File: config.mk
export PLATFORM = sky130hd
export DESIGN_NAME = usbps_ctrl
export DESIGN_NICKNAME = d
export VERILOG_FILES = /design/src/shared/usbps_pkg.sv /design/src/rtl/usbps_ctrl.sv /design/src/rtl/usbps_sticky.sv
export SDC_FILE = /design/constraint.sdc
export NUM_CORES = 1
export LEC_CHECK = 0
export ABC_AREA = 1
export BUFFER_PORTS_ARGS = -buffer_cell sky130_fd_sc_hd__buf_2
export CAP_MARGIN = 20
export CORE_MARGIN = 4
export CORE_UTILIZATION = 30
export DETAILED_ROUTE_END_ITERATION = 10
export PLACE_DENSITY_LB_ADDON = 0.08
export SLEW_MARGIN = 20
export SYNTH_ARGS = -nofsm -noshare
export SYNTH_HDL_FRONTEND = slang
export SYNTH_SLANG_ARGS = --single-unit
File: constraint.sdc
create_clock -name core_clk_i -period 1.8 [get_ports core_clk_i]
set_input_delay 0.18 -clock core_clk_i [delete_from_list [all_inputs] [get_ports core_clk_i]]
set_output_delay 0.18 -clock core_clk_i [all_outputs]
set_load 0.05 [all_outputs]
File: src/shared/usbps_pkg.sv
package usbps_pkg;

    localparam int unsigned AXI_AW = 8;
    localparam int unsigned PWD_W  = 8;
    localparam int unsigned NSTS   = 3;

    ////////////////////////////////////////////////////////////////////////////
    // Register byte offsets
    localparam logic [AXI_AW-1:0] OFS_CTRL = 8'h00;
    localparam logic [AXI_AW-1:0] OFS_PORT = 8'h04;
    localparam logic [AXI_AW-1:0] OFS_PWD  = 8'h08;
    localparam logic [AXI_AW-1:0] OFS_GATE = 8'h0c;
    localparam logic [AXI_AW-1:0] OFS_STS  = 8'h10;
    localparam logic [AXI_AW-1:0] OFS_MASK = 8'h14;
    localparam logic [AXI_AW-1:0] OFS_LINK = 8'h18;

    ////////////////////////////////////////////////////////////////////////////
    // Field positions
    localparam int unsigned CTRL_DEV_BIT  = 0;
    localparam int unsigned CTRL_RUN_BIT  = 1;
    localparam int unsigned CTRL_STREAM_DISABLE_BIT = 2;
    localparam int unsigned PORT_PORT_SUSPEND_BIT = 0;
    localparam int unsigned PORT_PHY_LOW_POWER_SUSPEND_BIT = 1;
    localparam int unsigned PORT_FRES_BIT = 2;
    localparam int unsigned GATE_BIT      = 0;
    localparam int unsigned STS_PCI_BIT   = 0;
    localparam int unsigned STS_RWU_BIT   = 1;
    localparam int unsigned STS_OVR_BIT   = 2;
    localparam int unsigned LINK_PORT_SUSPEND_BIT = 0;
    localparam int unsigned LINK_ATT_BIT  = 1;
    localparam int unsigned LINK_OVR_BIT  = 2;
    localparam int unsigned LINK_TOK_BIT  = 3;

    ////////////////////////////////////////////////////////////////////////////
    // Reset values and bus answers
    localparam logic [2:0]       CTRL_RST    = 3'h1;
    localparam logic [PWD_W-1:0] PWD_RST     = 8'h00;
    localparam logic [NSTS-1:0]  MASK_RST    = 3'h0;
    localparam logic [1:0]       RESP_OKAY   = 2'h0;
    localparam logic [1:0]       RESP_SLVERR = 2'h2;

    typedef enum logic {
        BUS_IDLE = 1'b0,
        BUS_RESP = 1'b1
    } usbps_bus_st_t;

    typedef struct packed {
        logic              awvalid;
        logic [AXI_AW-1:0] awaddr;
        logic              wvalid;
        logic [31:0]       wdata;
        logic [3:0]        wstrb;
        logic              bready;
        logic              arvalid;
        logic [AXI_AW-1:0] araddr;
        logic              rready;
    } usbps_axil_req_t;

    typedef struct packed {
        logic        awready;
        logic        wready;
        logic        bvalid;
        logic [1:0]  bresp;
        logic        arready;
        logic        rvalid;
        logic [31:0] rdata;
        logic [1:0]  rresp;
    } usbps_axil_rsp_t;

    typedef struct packed {
        logic host_suspend;
        logic host_resume;
        logic remote_wake;
        logic dev_attached;
        logic rx_overrun;
    } usbps_link_in_t;

    typedef struct packed {
        logic             phy_low_power_suspend;
        logic [PWD_W-1:0] phy_power_down_register;
        logic             phy_utmi_gate;
        logic             force_resume;
        logic             token_answer_en;
        logic             stream_disable;
    } usbps_phy_out_t;

endpackage

File: src/rtl/usbps_ctrl.sv
`timescale 1ns/1ps
// Summary of operation
// - Device role lets PHY suspend only when function stopped or host suspended bus.
// - Device role clears PHY suspend by itself when host resume signalling arrives.
// - Host role enters PHY suspend only by software, port suspended or nothing attached.
// - Wakeup with port suspended, PHY awake: port-change interrupt, PHY suspend not set.
// - Wakeup with PHY suspended, power-down and gate clear: remote-wakeup interrupt.
// - After that wakeup, power-down bits and clock gate are cleared, never retained.
// - During receive overrun token answers stop; they resume once overrun clears.
module usbps_ctrl (
    // Clock and reset
    input  logic                      core_clk_i,
    input  logic                      rst_i,
    // Register bus
    input  usbps_pkg::usbps_axil_req_t axil_req_i,
    output usbps_pkg::usbps_axil_rsp_t axil_rsp_o,
    // Link and PHY side
    input  usbps_pkg::usbps_link_in_t  link_i,
    output usbps_pkg::usbps_phy_out_t  phy_o,
    // Interrupt
    output logic                      irq_o
);
    import usbps_pkg::*;

    ////////////////////////////////////////////////////////////////////////////
    // Write channel state
    usbps_bus_st_t     wst_q, wst_d;
    logic              aw_got_q, aw_got_d;
    logic              w_got_q, w_got_d;
    logic [AXI_AW-1:0] waddr_q, waddr_d;
    logic [31:0]       wdata_q, wdata_d;
    logic [3:0]        wstrb_q, wstrb_d;
    logic              awready_q, awready_d;
    logic              wready_q, wready_d;
    logic              bvalid_q, bvalid_d;
    logic [1:0]        bresp_q, bresp_d;
    logic              wr_en;

    // Read channel state
    usbps_bus_st_t     rst_q, rst_d;
    logic              arready_q, arready_d;
    logic              rvalid_q, rvalid_d;
    logic [31:0]       rdata_q, rdata_d;
    logic [1:0]        rresp_q, rresp_d;
    logic [31:0]       rd_mux;
    logic              rd_ok;

    // Core state
    logic [2:0]        ctrl_q, ctrl_d;
    logic              port_suspend_q, port_suspend_d;
    logic              phy_low_power_suspend_q, phy_low_power_suspend_d;
    logic              fres_q, fres_d;
    logic [PWD_W-1:0]  pwd_q, pwd_d;
    logic              gate_q, gate_d;
    logic [NSTS-1:0]   mask_q, mask_d;
    logic              irq_q, irq_d;
    logic              token_q, token_d;
    logic              ovr_prev_q;
    logic [NSTS-1:0]   sts_q;
    logic [NSTS-1:0]   sts_set;
    logic [NSTS-1:0]   sts_clr;

    // Decoded helpers
    logic              wr_lane;
    logic [7:0]        wd;
    logic              wr_ctrl, wr_port, wr_pwd, wr_gate, wr_sts, wr_mask;
    logic              dev_role;
    logic              phy_low_power_suspend_allowed;
    logic              port_port_suspend_now;
    logic              rw_pci;
    logic              rw_rwu;

    function automatic logic addr_ok(input logic [AXI_AW-1:0] a);
        logic ok;
        ok = 1'b0;
        if (a == OFS_CTRL || a == OFS_PORT || a == OFS_PWD || a == OFS_GATE)
            ok = 1'b1;
        else if (a == OFS_STS || a == OFS_MASK || a == OFS_LINK)
            ok = 1'b1;
        return ok;
    endfunction

    ////////////////////////////////////////////////////////////////////////////
    // Write channel: address and data taken in either order, one write at a time
    always_comb
    begin
        wst_d    = wst_q;
        aw_got_d = aw_got_q;
        w_got_d  = w_got_q;
        waddr_d  = waddr_q;
        wdata_d  = wdata_q;
        wstrb_d  = wstrb_q;
        bvalid_d = bvalid_q;
        bresp_d  = bresp_q;
        wr_en    = 1'b0;
        if (axil_req_i.awvalid && awready_q)
        begin
            aw_got_d = 1'b1;
            waddr_d  = axil_req_i.awaddr;
        end
        if (axil_req_i.wvalid && wready_q)
        begin
            w_got_d = 1'b1;
            wdata_d = axil_req_i.wdata;
            wstrb_d = axil_req_i.wstrb;
        end
        case (wst_q)
            BUS_IDLE:
            begin
                if (aw_got_q && w_got_q)
                begin
                    wr_en    = addr_ok(waddr_q);
                    aw_got_d = 1'b0;
                    w_got_d  = 1'b0;
                    bvalid_d = 1'b1;
                    bresp_d  = addr_ok(waddr_q) ? RESP_OKAY : RESP_SLVERR;
                    wst_d    = BUS_RESP;
                end
            end
            BUS_RESP:
            begin
                if (axil_req_i.bready)
                begin
                    bvalid_d = 1'b0;
                    wst_d    = BUS_IDLE;
                end
            end
            default:
            begin
                wst_d = BUS_IDLE;
            end
        endcase
        awready_d = !aw_got_d && (wst_d == BUS_IDLE);
        wready_d  = !w_got_d && (wst_d == BUS_IDLE);
    end

    always_ff @(posedge core_clk_i or posedge rst_i)
    begin
        if (rst_i)
        begin
            wst_q     <= BUS_IDLE;
            aw_got_q  <= 1'b0;
            w_got_q   <= 1'b0;
            waddr_q   <= '0;
            wdata_q   <= '0;
            wstrb_q   <= '0;
            awready_q <= 1'b0;
            wready_q  <= 1'b0;
            bvalid_q  <= 1'b0;
            bresp_q   <= RESP_OKAY;
        end
        else
        begin
            wst_q     <= wst_d;
            aw_got_q  <= aw_got_d;
            w_got_q   <= w_got_d;
            waddr_q   <= waddr_d;
            wdata_q   <= wdata_d;
            wstrb_q   <= wstrb_d;
            awready_q <= awready_d;
            wready_q  <= wready_d;
            bvalid_q  <= bvalid_d;
            bresp_q   <= bresp_d;
        end
    end

    ////////////////////////////////////////////////////////////////////////////
    // Read channel: data registered at the address handshake
    always_comb
    begin
        rd_ok  = 1'b1;
        rd_mux = '0;
        if (axil_req_i.araddr == OFS_CTRL)
            rd_mux[2:0] = ctrl_q;
        else if (axil_req_i.araddr == OFS_PORT)
            rd_mux[2:0] = {fres_q, phy_low_power_suspend_q, port_suspend_q};
        else if (axil_req_i.araddr == OFS_PWD)
            rd_mux[PWD_W-1:0] = pwd_q;
        else if (axil_req_i.araddr == OFS_GATE)
            rd_mux[GATE_BIT] = gate_q;
        else if (axil_req_i.araddr == OFS_STS)
            rd_mux[NSTS-1:0] = sts_q;
        else if (axil_req_i.araddr == OFS_MASK)
            rd_mux[NSTS-1:0] = mask_q;
        else if (axil_req_i.araddr == OFS_LINK)
            rd_mux[3:0] = {token_q, link_i.rx_overrun, link_i.dev_attached,
                           link_i.host_suspend};
        else
            rd_ok = 1'b0;
    end

    always_comb
    begin
        rst_d     = rst_q;
        arready_d = arready_q;
        rvalid_d  = rvalid_q;
        rdata_d   = rdata_q;
        rresp_d   = rresp_q;
        case (rst_q)
            BUS_IDLE:
            begin
                arready_d = 1'b1;
                if (axil_req_i.arvalid && arready_q)
                begin
                    rvalid_d  = 1'b1;
                    rdata_d   = rd_mux;
                    rresp_d   = rd_ok ? RESP_OKAY : RESP_SLVERR;
                    arready_d = 1'b0;
                    rst_d     = BUS_RESP;
                end
            end
            BUS_RESP:
            begin
                if (axil_req_i.rready)
                begin
                    rvalid_d  = 1'b0;
                    arready_d = 1'b1;
                    rst_d     = BUS_IDLE;
                end
            end
            default:
            begin
                rst_d = BUS_IDLE;
            end
        endcase
    end

    always_ff @(posedge core_clk_i or posedge rst_i)
    begin
        if (rst_i)
        begin
            rst_q     <= BUS_IDLE;
            arready_q <= 1'b0;
            rvalid_q  <= 1'b0;
            rdata_q   <= '0;
            rresp_q   <= RESP_OKAY;
        end
        else
        begin
            rst_q     <= rst_d;
            arready_q <= arready_d;
            rvalid_q  <= rvalid_d;
            rdata_q   <= rdata_d;
            rresp_q   <= rresp_d;
        end
    end

    ////////////////////////////////////////////////////////////////////////////
    // Suspend and resume control
    // All fields sit in byte lane 0, so only that strobe matters
    assign wr_lane = wr_en && wstrb_q[0];
    assign wd      = wdata_q[7:0];

    always_comb
    begin
        wr_ctrl = 1'b0;
        wr_port = 1'b0;
        wr_pwd  = 1'b0;
        wr_gate = 1'b0;
        wr_sts  = 1'b0;
        wr_mask = 1'b0;
        if (wr_lane && waddr_q == OFS_CTRL)
            wr_ctrl = 1'b1;
        else if (wr_lane && waddr_q == OFS_PORT)
            wr_port = 1'b1;
        else if (wr_lane && waddr_q == OFS_PWD)
            wr_pwd = 1'b1;
        else if (wr_lane && waddr_q == OFS_GATE)
            wr_gate = 1'b1;
        else if (wr_lane && waddr_q == OFS_STS)
            wr_sts = 1'b1;
        else if (wr_lane && waddr_q == OFS_MASK)
            wr_mask = 1'b1;
    end

    assign dev_role = ctrl_q[CTRL_DEV_BIT];
    // The port must still be suspended once the same write has landed
    assign port_port_suspend_now = wr_port ? wd[PORT_PORT_SUSPEND_BIT] : port_suspend_q;
    // Device: function stopped or bus suspended; host: port suspended or empty
    assign phy_low_power_suspend_allowed = dev_role ? (!ctrl_q[CTRL_RUN_BIT] || link_i.host_suspend)
                                   : (port_port_suspend_now || !link_i.dev_attached);
    assign rw_pci = link_i.remote_wake && port_suspend_q && !phy_low_power_suspend_q;
    assign rw_rwu = link_i.remote_wake && phy_low_power_suspend_q && pwd_q == PWD_RST && !gate_q;

    always_comb
    begin
        ctrl_d = wr_ctrl ? wd[2:0] : ctrl_q;
        mask_d = wr_mask ? wd[NSTS-1:0] : mask_q;
        port_suspend_d = wr_port ? wd[PORT_PORT_SUSPEND_BIT] : port_suspend_q;
        pwd_d  = wr_pwd ? wd[PWD_W-1:0] : pwd_q;
        gate_d = wr_gate ? wd[GATE_BIT] : gate_q;
        phy_low_power_suspend_d = phy_low_power_suspend_q;
        fres_d = fres_q;
        if (wr_port)
        begin
            // Only software raises the suspend bit, and only when it is allowed
            if (!wd[PORT_PHY_LOW_POWER_SUSPEND_BIT])
                phy_low_power_suspend_d = 1'b0;
            else if (phy_low_power_suspend_allowed && !rw_pci)
                phy_low_power_suspend_d = 1'b1;
            fres_d = wd[PORT_FRES_BIT];
        end
        if (dev_role && link_i.host_resume)
        begin
            phy_low_power_suspend_d = 1'b0;
            port_suspend_d = 1'b0;
            pwd_d  = PWD_RST;
            gate_d = 1'b0;
        end
        if (rw_rwu)
        begin
            // Wake the PHY instead of leaving it half powered down
            phy_low_power_suspend_d = 1'b0;
            pwd_d  = PWD_RST;
            gate_d = 1'b0;
        end
        // A forced resume against a suspended PHY would be lost
        if (phy_low_power_suspend_d)
            fres_d = 1'b0;
        sts_set              = '0;
        sts_set[STS_PCI_BIT] = rw_pci;
        sts_set[STS_RWU_BIT] = rw_rwu;
        sts_set[STS_OVR_BIT] = link_i.rx_overrun && !ovr_prev_q;
        sts_clr = wr_sts ? wd[NSTS-1:0] : '0;
        token_d = !link_i.rx_overrun;
        irq_d   = |(sts_q & mask_q);
    end

    always_ff @(posedge core_clk_i or posedge rst_i)
    begin
        if (rst_i)
        begin
            ctrl_q     <= CTRL_RST;
            mask_q     <= MASK_RST;
            port_suspend_q     <= 1'b0;
            phy_low_power_suspend_q     <= 1'b0;
            fres_q     <= 1'b0;
            pwd_q      <= PWD_RST;
            gate_q     <= 1'b0;
            irq_q      <= 1'b0;
            token_q    <= 1'b0;
            ovr_prev_q <= 1'b0;
        end
        else
        begin
            ctrl_q     <= ctrl_d;
            mask_q     <= mask_d;
            port_suspend_q     <= port_suspend_d;
            phy_low_power_suspend_q     <= phy_low_power_suspend_d;
            fres_q     <= fres_d;
            pwd_q      <= pwd_d;
            gate_q     <= gate_d;
            irq_q      <= irq_d;
            token_q    <= token_d;
            ovr_prev_q <= link_i.rx_overrun;
        end
    end

    usbps_sticky #(
        .W(NSTS)
    ) u_sts (
        .core_clk_i(core_clk_i),
        .rst_i     (rst_i),
        .set_i     (sts_set),
        .clr_i     (sts_clr),
        .q_o       (sts_q)
    );

    ////////////////////////////////////////////////////////////////////////////
    // Outputs
    assign axil_rsp_o = '{awready: awready_q, wready: wready_q, bvalid: bvalid_q,
                          bresp: bresp_q, arready: arready_q, rvalid: rvalid_q,
                          rdata: rdata_q, rresp: rresp_q};
    assign phy_o = '{phy_low_power_suspend: phy_low_power_suspend_q, phy_power_down_register: pwd_q,
                     phy_utmi_gate: gate_q, force_resume: fres_q,
                     token_answer_en: token_q,
                     stream_disable: ctrl_q[CTRL_STREAM_DISABLE_BIT]};
    assign irq_o = irq_q;
endmodule

File: src/rtl/usbps_sticky.sv
`timescale 1ns/1ps
module usbps_sticky #(
    parameter int unsigned W = 1
) (
    // Clock and reset
    input  logic         core_clk_i,
    input  logic         rst_i,
    // Events and write-one-to-clear
    input  logic [W-1:0] set_i,
    input  logic [W-1:0] clr_i,
    output logic [W-1:0] q_o
);

    logic [W-1:0] q_q;
    logic [W-1:0] q_d;

    if (W < 1 || W > 32)
    begin : g_chk
        $error("usbps_sticky: W must be 1 to 32");
    end

    // A set in the cycle of its clear wins, so no event is lost
    always_comb
    begin
        q_d = (q_q & ~clr_i) | set_i;
    end

    always_ff @(posedge core_clk_i or posedge rst_i)
    begin
        if (rst_i)
            q_q <= '0;
        else
            q_q <= q_d;
    end

    assign q_o = q_q;

endmodule

==> flow_summary.yaml, run 1 <==
pwr:
  clkPwrFrac_pct: 28.9
  p_sw_share_pct: 37.8
  power.leakage_nw: 1.87
  p_comb_share_pct: 30.5
  p_int_mw: 2.89
  pwr_density_cell_nw_per_um2: 1280
  p_sw_mw: 1.76
  p_seq_share_pct: 40.6
  power_mw: 4.64
  ir_drop_mv: 1.05
placement:
  place_congestion: 0.765
  port_buffers: 65
  dp_hpwl_um: 5630
finish:
  antennaDiodeCount: 0
  layout-drive-gt1-share_pct: 28.1
  area_growth_syn_to_layout_pct: 19.7
  fillers: 1086
  nets: 482
  final_cell_mix: "buf_2 (65), dfrtp_1 (59), nand2_1 (52), inv_1 (48), nor2_1 (27)"
  final_common_cell: "buf_2"
timing:
  slew_headroom_pct: 65.2
  hold_viol_final: 0
  tightest_slew_ns: 0.521
  drv_slew: 0
  period_needed_ns: 1.58
  skew_ns: 0.00849
  max_freq_mhz: 633
  finalSetupViolCount: 0
  rsz0062_at_grt: "no"
  period_share_pct: 87.7
  setup_tns_ns: 0
route:
  wl_met1_um: 3310
  route.met2.wl_um: 3380
  routedWlPerCell_um: 13.0
  via_count: 2409
  drtPass1Iterations: 4
  drtIter0Drc: 96
  drt-vias-per-instance: 4.33
  ant_nets: 0
  dr_wl_met3_um: 470
  highest_layer: "met4"
  drc: 0
  wirelength_um: 7230
setup_path:
  r2r_start: "pwd_q[0]"
  path_class: "reg2reg"
  start_kind: "flop"
  endpoint_kind: "flop"
  ff2ff_setup_slack_ns: 0.22
  reg2reg_depth: 7
  timing.rr.end: "pwd_q[0]"
  arrival_ns: 1.80
  worstPathRequired_ns: 2.02
  critPathMaxFanout: 9
min_path:
  hold_depth: 2
  hold_class: "in2reg"
  holdPathEnd: "bvalid_q"
  hold_start: "axil_req_i[10]"
die:
  io_pins: 119
  die_y_um: 108
  die-area_um2: 11800
  num_rows: 36
  start_util_pct: 30.8
  design.core.area_um2: 9820
  die_w_um: 108
clock_tree:
  root_buffer: "clkbuf_8"
  insertion_delay_ns: 0.33
  cts_buffers: 9
  clock_tree.buffer_depth: 2
  cts_tree: "yes"
  post_cts_buffers: 0
  cts.sinks: 60
  cts.htree.levels: 3
  clk_pin_slew_ns: 0.07
synth:
  synth_top_family_by_area: "simple AND/OR/NAND/NOR gates"
  synthSimpleGateAreaFrac_pct: 21.1
  synth_flop_cell: "dfrtp_1"
  ys_warn_count: 0
  netlist.top_cell.by_area: "dfrtp_1"
  syn_area_um2: 3030
  ys_seq_area_share_pct: 49.6
  synthArstFlopShare_pct: 100
  synth_top_area_share_pct: 48.7
  synth-edff-count: 0
  synth-compound-area-share_pct: 10.6
  synthXorXnorAreaFrac_pct: 0
  yosys.area_share.adder_pct: 0
  synthTopCellsByArea: "dfrtp_1 (49%), buf_4 (8.9%), nand2_1 (6.4%)"
  synth_seq_cells: 60
  netlist_instances: 349
  ys_types: 36
  synth.area.mux_share_pct: 2.60
  avgSynthCellArea_um2: 8.68
grt:
  antenna_found_initial: 0
  grt_max_degree: 29
  grt_pass1_wl_um: 11600
  overflow: 0
  grt_usage_pct: 12.9
  grt_pass1_vias: 2350
run_status:
  outcome: "complete, no violations"
run:
  max_cap_violations: 0
==> cell usage after synthesis, types with 6 or more instances <==
master and count:
nand4_1 6, o21ai_0 26, dfrtp_1 59, mux2_2 7
inv_1 49, nor3_1 6, nand2_2 6, nand2_1 52
nor2_1 27, a21oi_1 17, buf_4 36, nand3_1 19
==> registers in the layout, indices dropped and copies added (netlist names), 3 cells and up <==
name and count:
ctrl_q 3, pwd_q 8, waddr_q 8, u_sts.q_o 3
mask_q 3, wdata_q 8, rdata_q 8
==> routing by layer <==
metal | global-route usage, % | up-vias
li1 | - | 1207
met1 | 16.7 | 1112
met2 | 20.9 | 83
met3 | 4.06 | 7
met4 | 3.34 | 0
met5 | 0 | -
==> cells by family (layout without fill, tap and decap cells) <==
| logic type | after synthesis | count (layout) |
|---|---|---|
| compound gates | 58 | 58 |
| buf+inv | 92 | 141 |
| flops | 60 | 60 |
| mux | 7 | 7 |
| other cells | 1 | 26 |
| simple gates | 131 | 131 |
==> worst max path at each step <==
stage / cells after the start / from / endpoint / slack (ns)
after floorplan: 1 / rst_i / arready_q / 0.14
after global placement: 8 / pwd_q[0] / gate_q / 0.17
final: 7 / pwd_q[0] / pwd_q[0] / 0.22
after detailed placement: 8 / pwd_q[0] / gate_q / 0.14
after global routing: 6 / gate_q / pwd_q[6] / 0.01
after CTS: 8 / pwd_q[0] / gate_q / 0.13
==> worst max-delay path, cell delays in order (launching register included) <==
cell,delay [ns]
dfrtp_1,0.39
inv_1,0.08
nand4_1,0.11
nor3_2,0.07
nor2_1,0.41
nand2_2,0.22
nand2_1,0.11
o21ai_0,0.07
==> per-stage QoR <==
| step | hold slack (ns) | cell area, um^2 | setup WS, ns | instances | util, % |
|---|---|---|---|---|---|
| final | 0.0227 | 3630 | 0.221 | 556 | 36.9 |
| after floorplan | 0.211 | 3120 | 0.137 | 374 | - |
| after global routing | 0.00196 | 3630 | 0.00995 | 556 | 36.9 |
| after global placement | 0.236 | 3390 | 0.171 | 538 | 34.5 |
| after detailed placement | 0.234 | 3390 | 0.145 | 538 | 34.5 |
| after CTS | 0.00550 | 3620 | 0.132 | 556 | 36.9 |
==> power by group through the flow <==
stage | Combinational [mW] | Sequential, mW | Clock [mW]
finish | 1.42 | 1.89 | 1.34
global route | 1.57 | 1.94 | 1.46
CTS | 1.44 | 1.89 | 1.39
detailed placement | 1.44 | 1.92 | 0
global placement | 1.43 | 1.91 | 0
floorplan | 1.13 | 1.97 | 0
==> timing repair <==
| action | in CTS | in global routing |
|---|---|---|
| endpoints found under the setup margin | 0 | 2 |
| gates resized for setup | 0 | 1 |
| endpoints found under the hold margin | 20 | 0 |
| hold buffers | 2 | 0 |
==> final cells by class <==
class	instances	area (um^2)	share of cell area [%]
Timing Repair Buffer	73	403	11.1
Clock buffer	11	141	3.90
Inverter	52	195	5.38
Tap cell	133	166	4.59
Sequential cell	60	1500	41.4
Multi-Input combinational cell	222	1140	31.5
Clock inverter	5	75.1	2.07
Note: power is estimated with default switching activity, not from simulation.
==> run 2: changes to the inputs <==
- CTS_BUF_LIST: default -> sky130_fd_sc_hd__clkbuf_8
==> run 2 against run 1 <==
Critical path depth unchanged. Design area unchanged. Clock skew unchanged. Fmax unchanged. Sequential power about the same. Flip-flop and latch count unchanged. Largest power group unchanged. Combinational power about the same. First-iteration DRC count unchanged. Global-route usage unchanged. Highest routed layer unchanged. Via count unchanged. Non-clock buffer count unchanged.
==> flow_summary.yaml, run 2 (synthesis gave the netlist of run 1 again) <==
timing:
  finalSetupViolCount: 0
  max_freq_mhz: 633
  final.setup.worst_slack_ns: 0.221
  setup_tns_ns: 0
  rsz0062_at_grt: "no"
  tightest_slew_ns: 0.521
  hold_viol_final: 0
  drv_slew: 0
  slew_headroom_pct: 65.2
  skew_ns: 0.00849
  period_needed_ns: 1.58
  period_share_pct: 87.7
pwr:
  power_mw: 4.64
  ir_drop_mv: 1.04
  clkPwrFrac_pct: 28.8
  p_seq_share_pct: 40.7
  p_sw_share_pct: 37.9
  pwr_density_cell_nw_per_um2: 1280
  power.leakage_nw: 1.88
  p_comb_share_pct: 30.5
  p_sw_mw: 1.76
  p_int_mw: 2.88
die:
  die-area_um2: 11800
  design.core.area_um2: 9820
  num_rows: 36
  start_util_pct: 30.8
  die_w_um: 108
  die_y_um: 108
  io_pins: 119
finish:
  final_cell_mix: "buf_2 (65), dfrtp_1 (59), nand2_1 (52), inv_1 (49), nor2_1 (27)"
  nets: 482
  final_common_cell: "buf_2"
  stdcell_count: 556
  area_growth_syn_to_layout_pct: 19.7
  antennaDiodeCount: 0
  layout-drive-gt1-share_pct: 28.1
  postLayoutCellArea_um2: 3630
route:
  drt-vias-per-instance: 4.33
  drtIter0Drc: 96
  drc: 0
  via_count: 2409
  drtPass1Iterations: 4
  ant_nets: 0
  routedWlPerCell_um: 13.0
  wirelength_um: 7230
setup_path:
  worst-path-buf-inv: 1
  start_kind: "flop"
  worstPathRequired_ns: 2.02
  cpLargestDelayFamily: "simple AND/OR/NAND/NOR gates"
  critPathMaxFanout: 9
  slowest_delay_ns: 0.41
  cp_slowest_cell: "nor2_1"
  crit_chain: "inv_1 > nand4_1 > nor3_2 > nor2_1 > nand2_2 > nand2_1 > o21ai_0"
  endpoint_kind: "flop"
  path_class: "reg2reg"
  arrival_ns: 1.80
placement:
  dp_hpwl_um: 5630
  place_ws_ns: 0.145
  post-place-cells: 538
  dpl_cell_area_um2: 3390
  port_buffers: 65
  place_congestion: 0.765
run:
  max_cap_violations: 0
clock_tree:
  post_cts_buffers: 0
  cts_buffers: 9
  cts_tree: "yes"
  clk_pin_slew_ns: 0.07
  root_buffer: "clkbuf_8"
  clock_tree.buffer_depth: 2
  insertion_delay_ns: 0.33
  cts.sinks: 60
  cts.htree.levels: 3
min_path:
  hold_class: "in2reg"
grt:
  grt_usage_pct: 12.9
  grt_pass1_wl_um: 11600
  grt_max_degree: 29
  overflow: 0
  antenna_found_initial: 0
  grt_pass1_vias: 2350
run_status:
  outcome: "complete, no violations"
-- run 2: per-layer routing --
| metal | wire length (um) | vias to the layer above | global-route usage [%] |
|---|---|---|---|
| li1 | - | 1207 | - |
| met1 | 3310 | 1112 | 16.7 |
| met2 | 3380 | 83 | 20.9 |
| met3 | 470 | 7 | 4.06 |
| met4 | 68 | 0 | 3.34 |
| met5 | 0 | - | 0 |
-- run 2: final timing paths --
kind | slack, ns | start | cells after the start | end
min in group asynchronous | 0.41 | rst_i | 3 | bvalid_q
max reg2reg | 0.22 | pwd_q[0] | 7 | pwd_q[0]
max | 0.22 | pwd_q[0] | 7 | pwd_q[0]
max in group asynchronous | 0.76 | rst_i | 4 | ctrl_q[0]
min | 0.02 | axil_req_i[10] | 2 | bvalid_q
min reg2reg | 0.44 | rst_q | 1 | rvalid_q
-- run 2: stage by stage --
step                      hold slack, ns  util [%]
after global routing             0.00145      36.9
after CTS                        0.00518      36.9
after floorplan                    0.211         -
after detailed placement           0.234      34.5
after global placement             0.236      34.5
final                             0.0224      36.9
-- run 2: worst register-to-register path, cell delays in order (launching register included) --
cell and delay, ns:
dfrtp_1 0.39, inv_1 0.08, nand4_1 0.11, nor3_2 0.07, nor2_1 0.41, nand2_2 0.22
nand2_1 0.11, o21ai_0 0.07
-- run 2: repair_timing --
| action | in CTS | in global routing |
|---|---|---|
| resized for setup | 0 | 1 |
| endpoints found under the setup margin | 0 | 2 |
| hold buffers | 2 | 0 |
| hold endpoints to repair | 20 | 0 |
-- run 2: power groups by stage --
| stage | logic (mW) | registers, mW | clock network, mW |
|---|---|---|---|
| 2_1_floorplan | 1.13 | 1.97 | 0 |
| 6_report | 1.42 | 1.89 | 1.33 |
| 3_5_place_dp | 1.44 | 1.92 | 0 |
| 4_1_cts | 1.44 | 1.89 | 1.39 |
| 3_3_place_gp | 1.43 | 1.91 | 0 |
| 5_1_grt | 1.57 | 1.94 | 1.45 |
-- run 2: final cells by class --
cell class / instances / area [um^2]
clock buffers: 10 / 138
inverters: 52 / 195
fillers: 1086 / 6190
well taps: 133 / 166
repair buffers: 73 / 403
multi-input cells: 222 / 1140
clock inverters: 6 / 78.8
flip-flops and latches: 60 / 1500
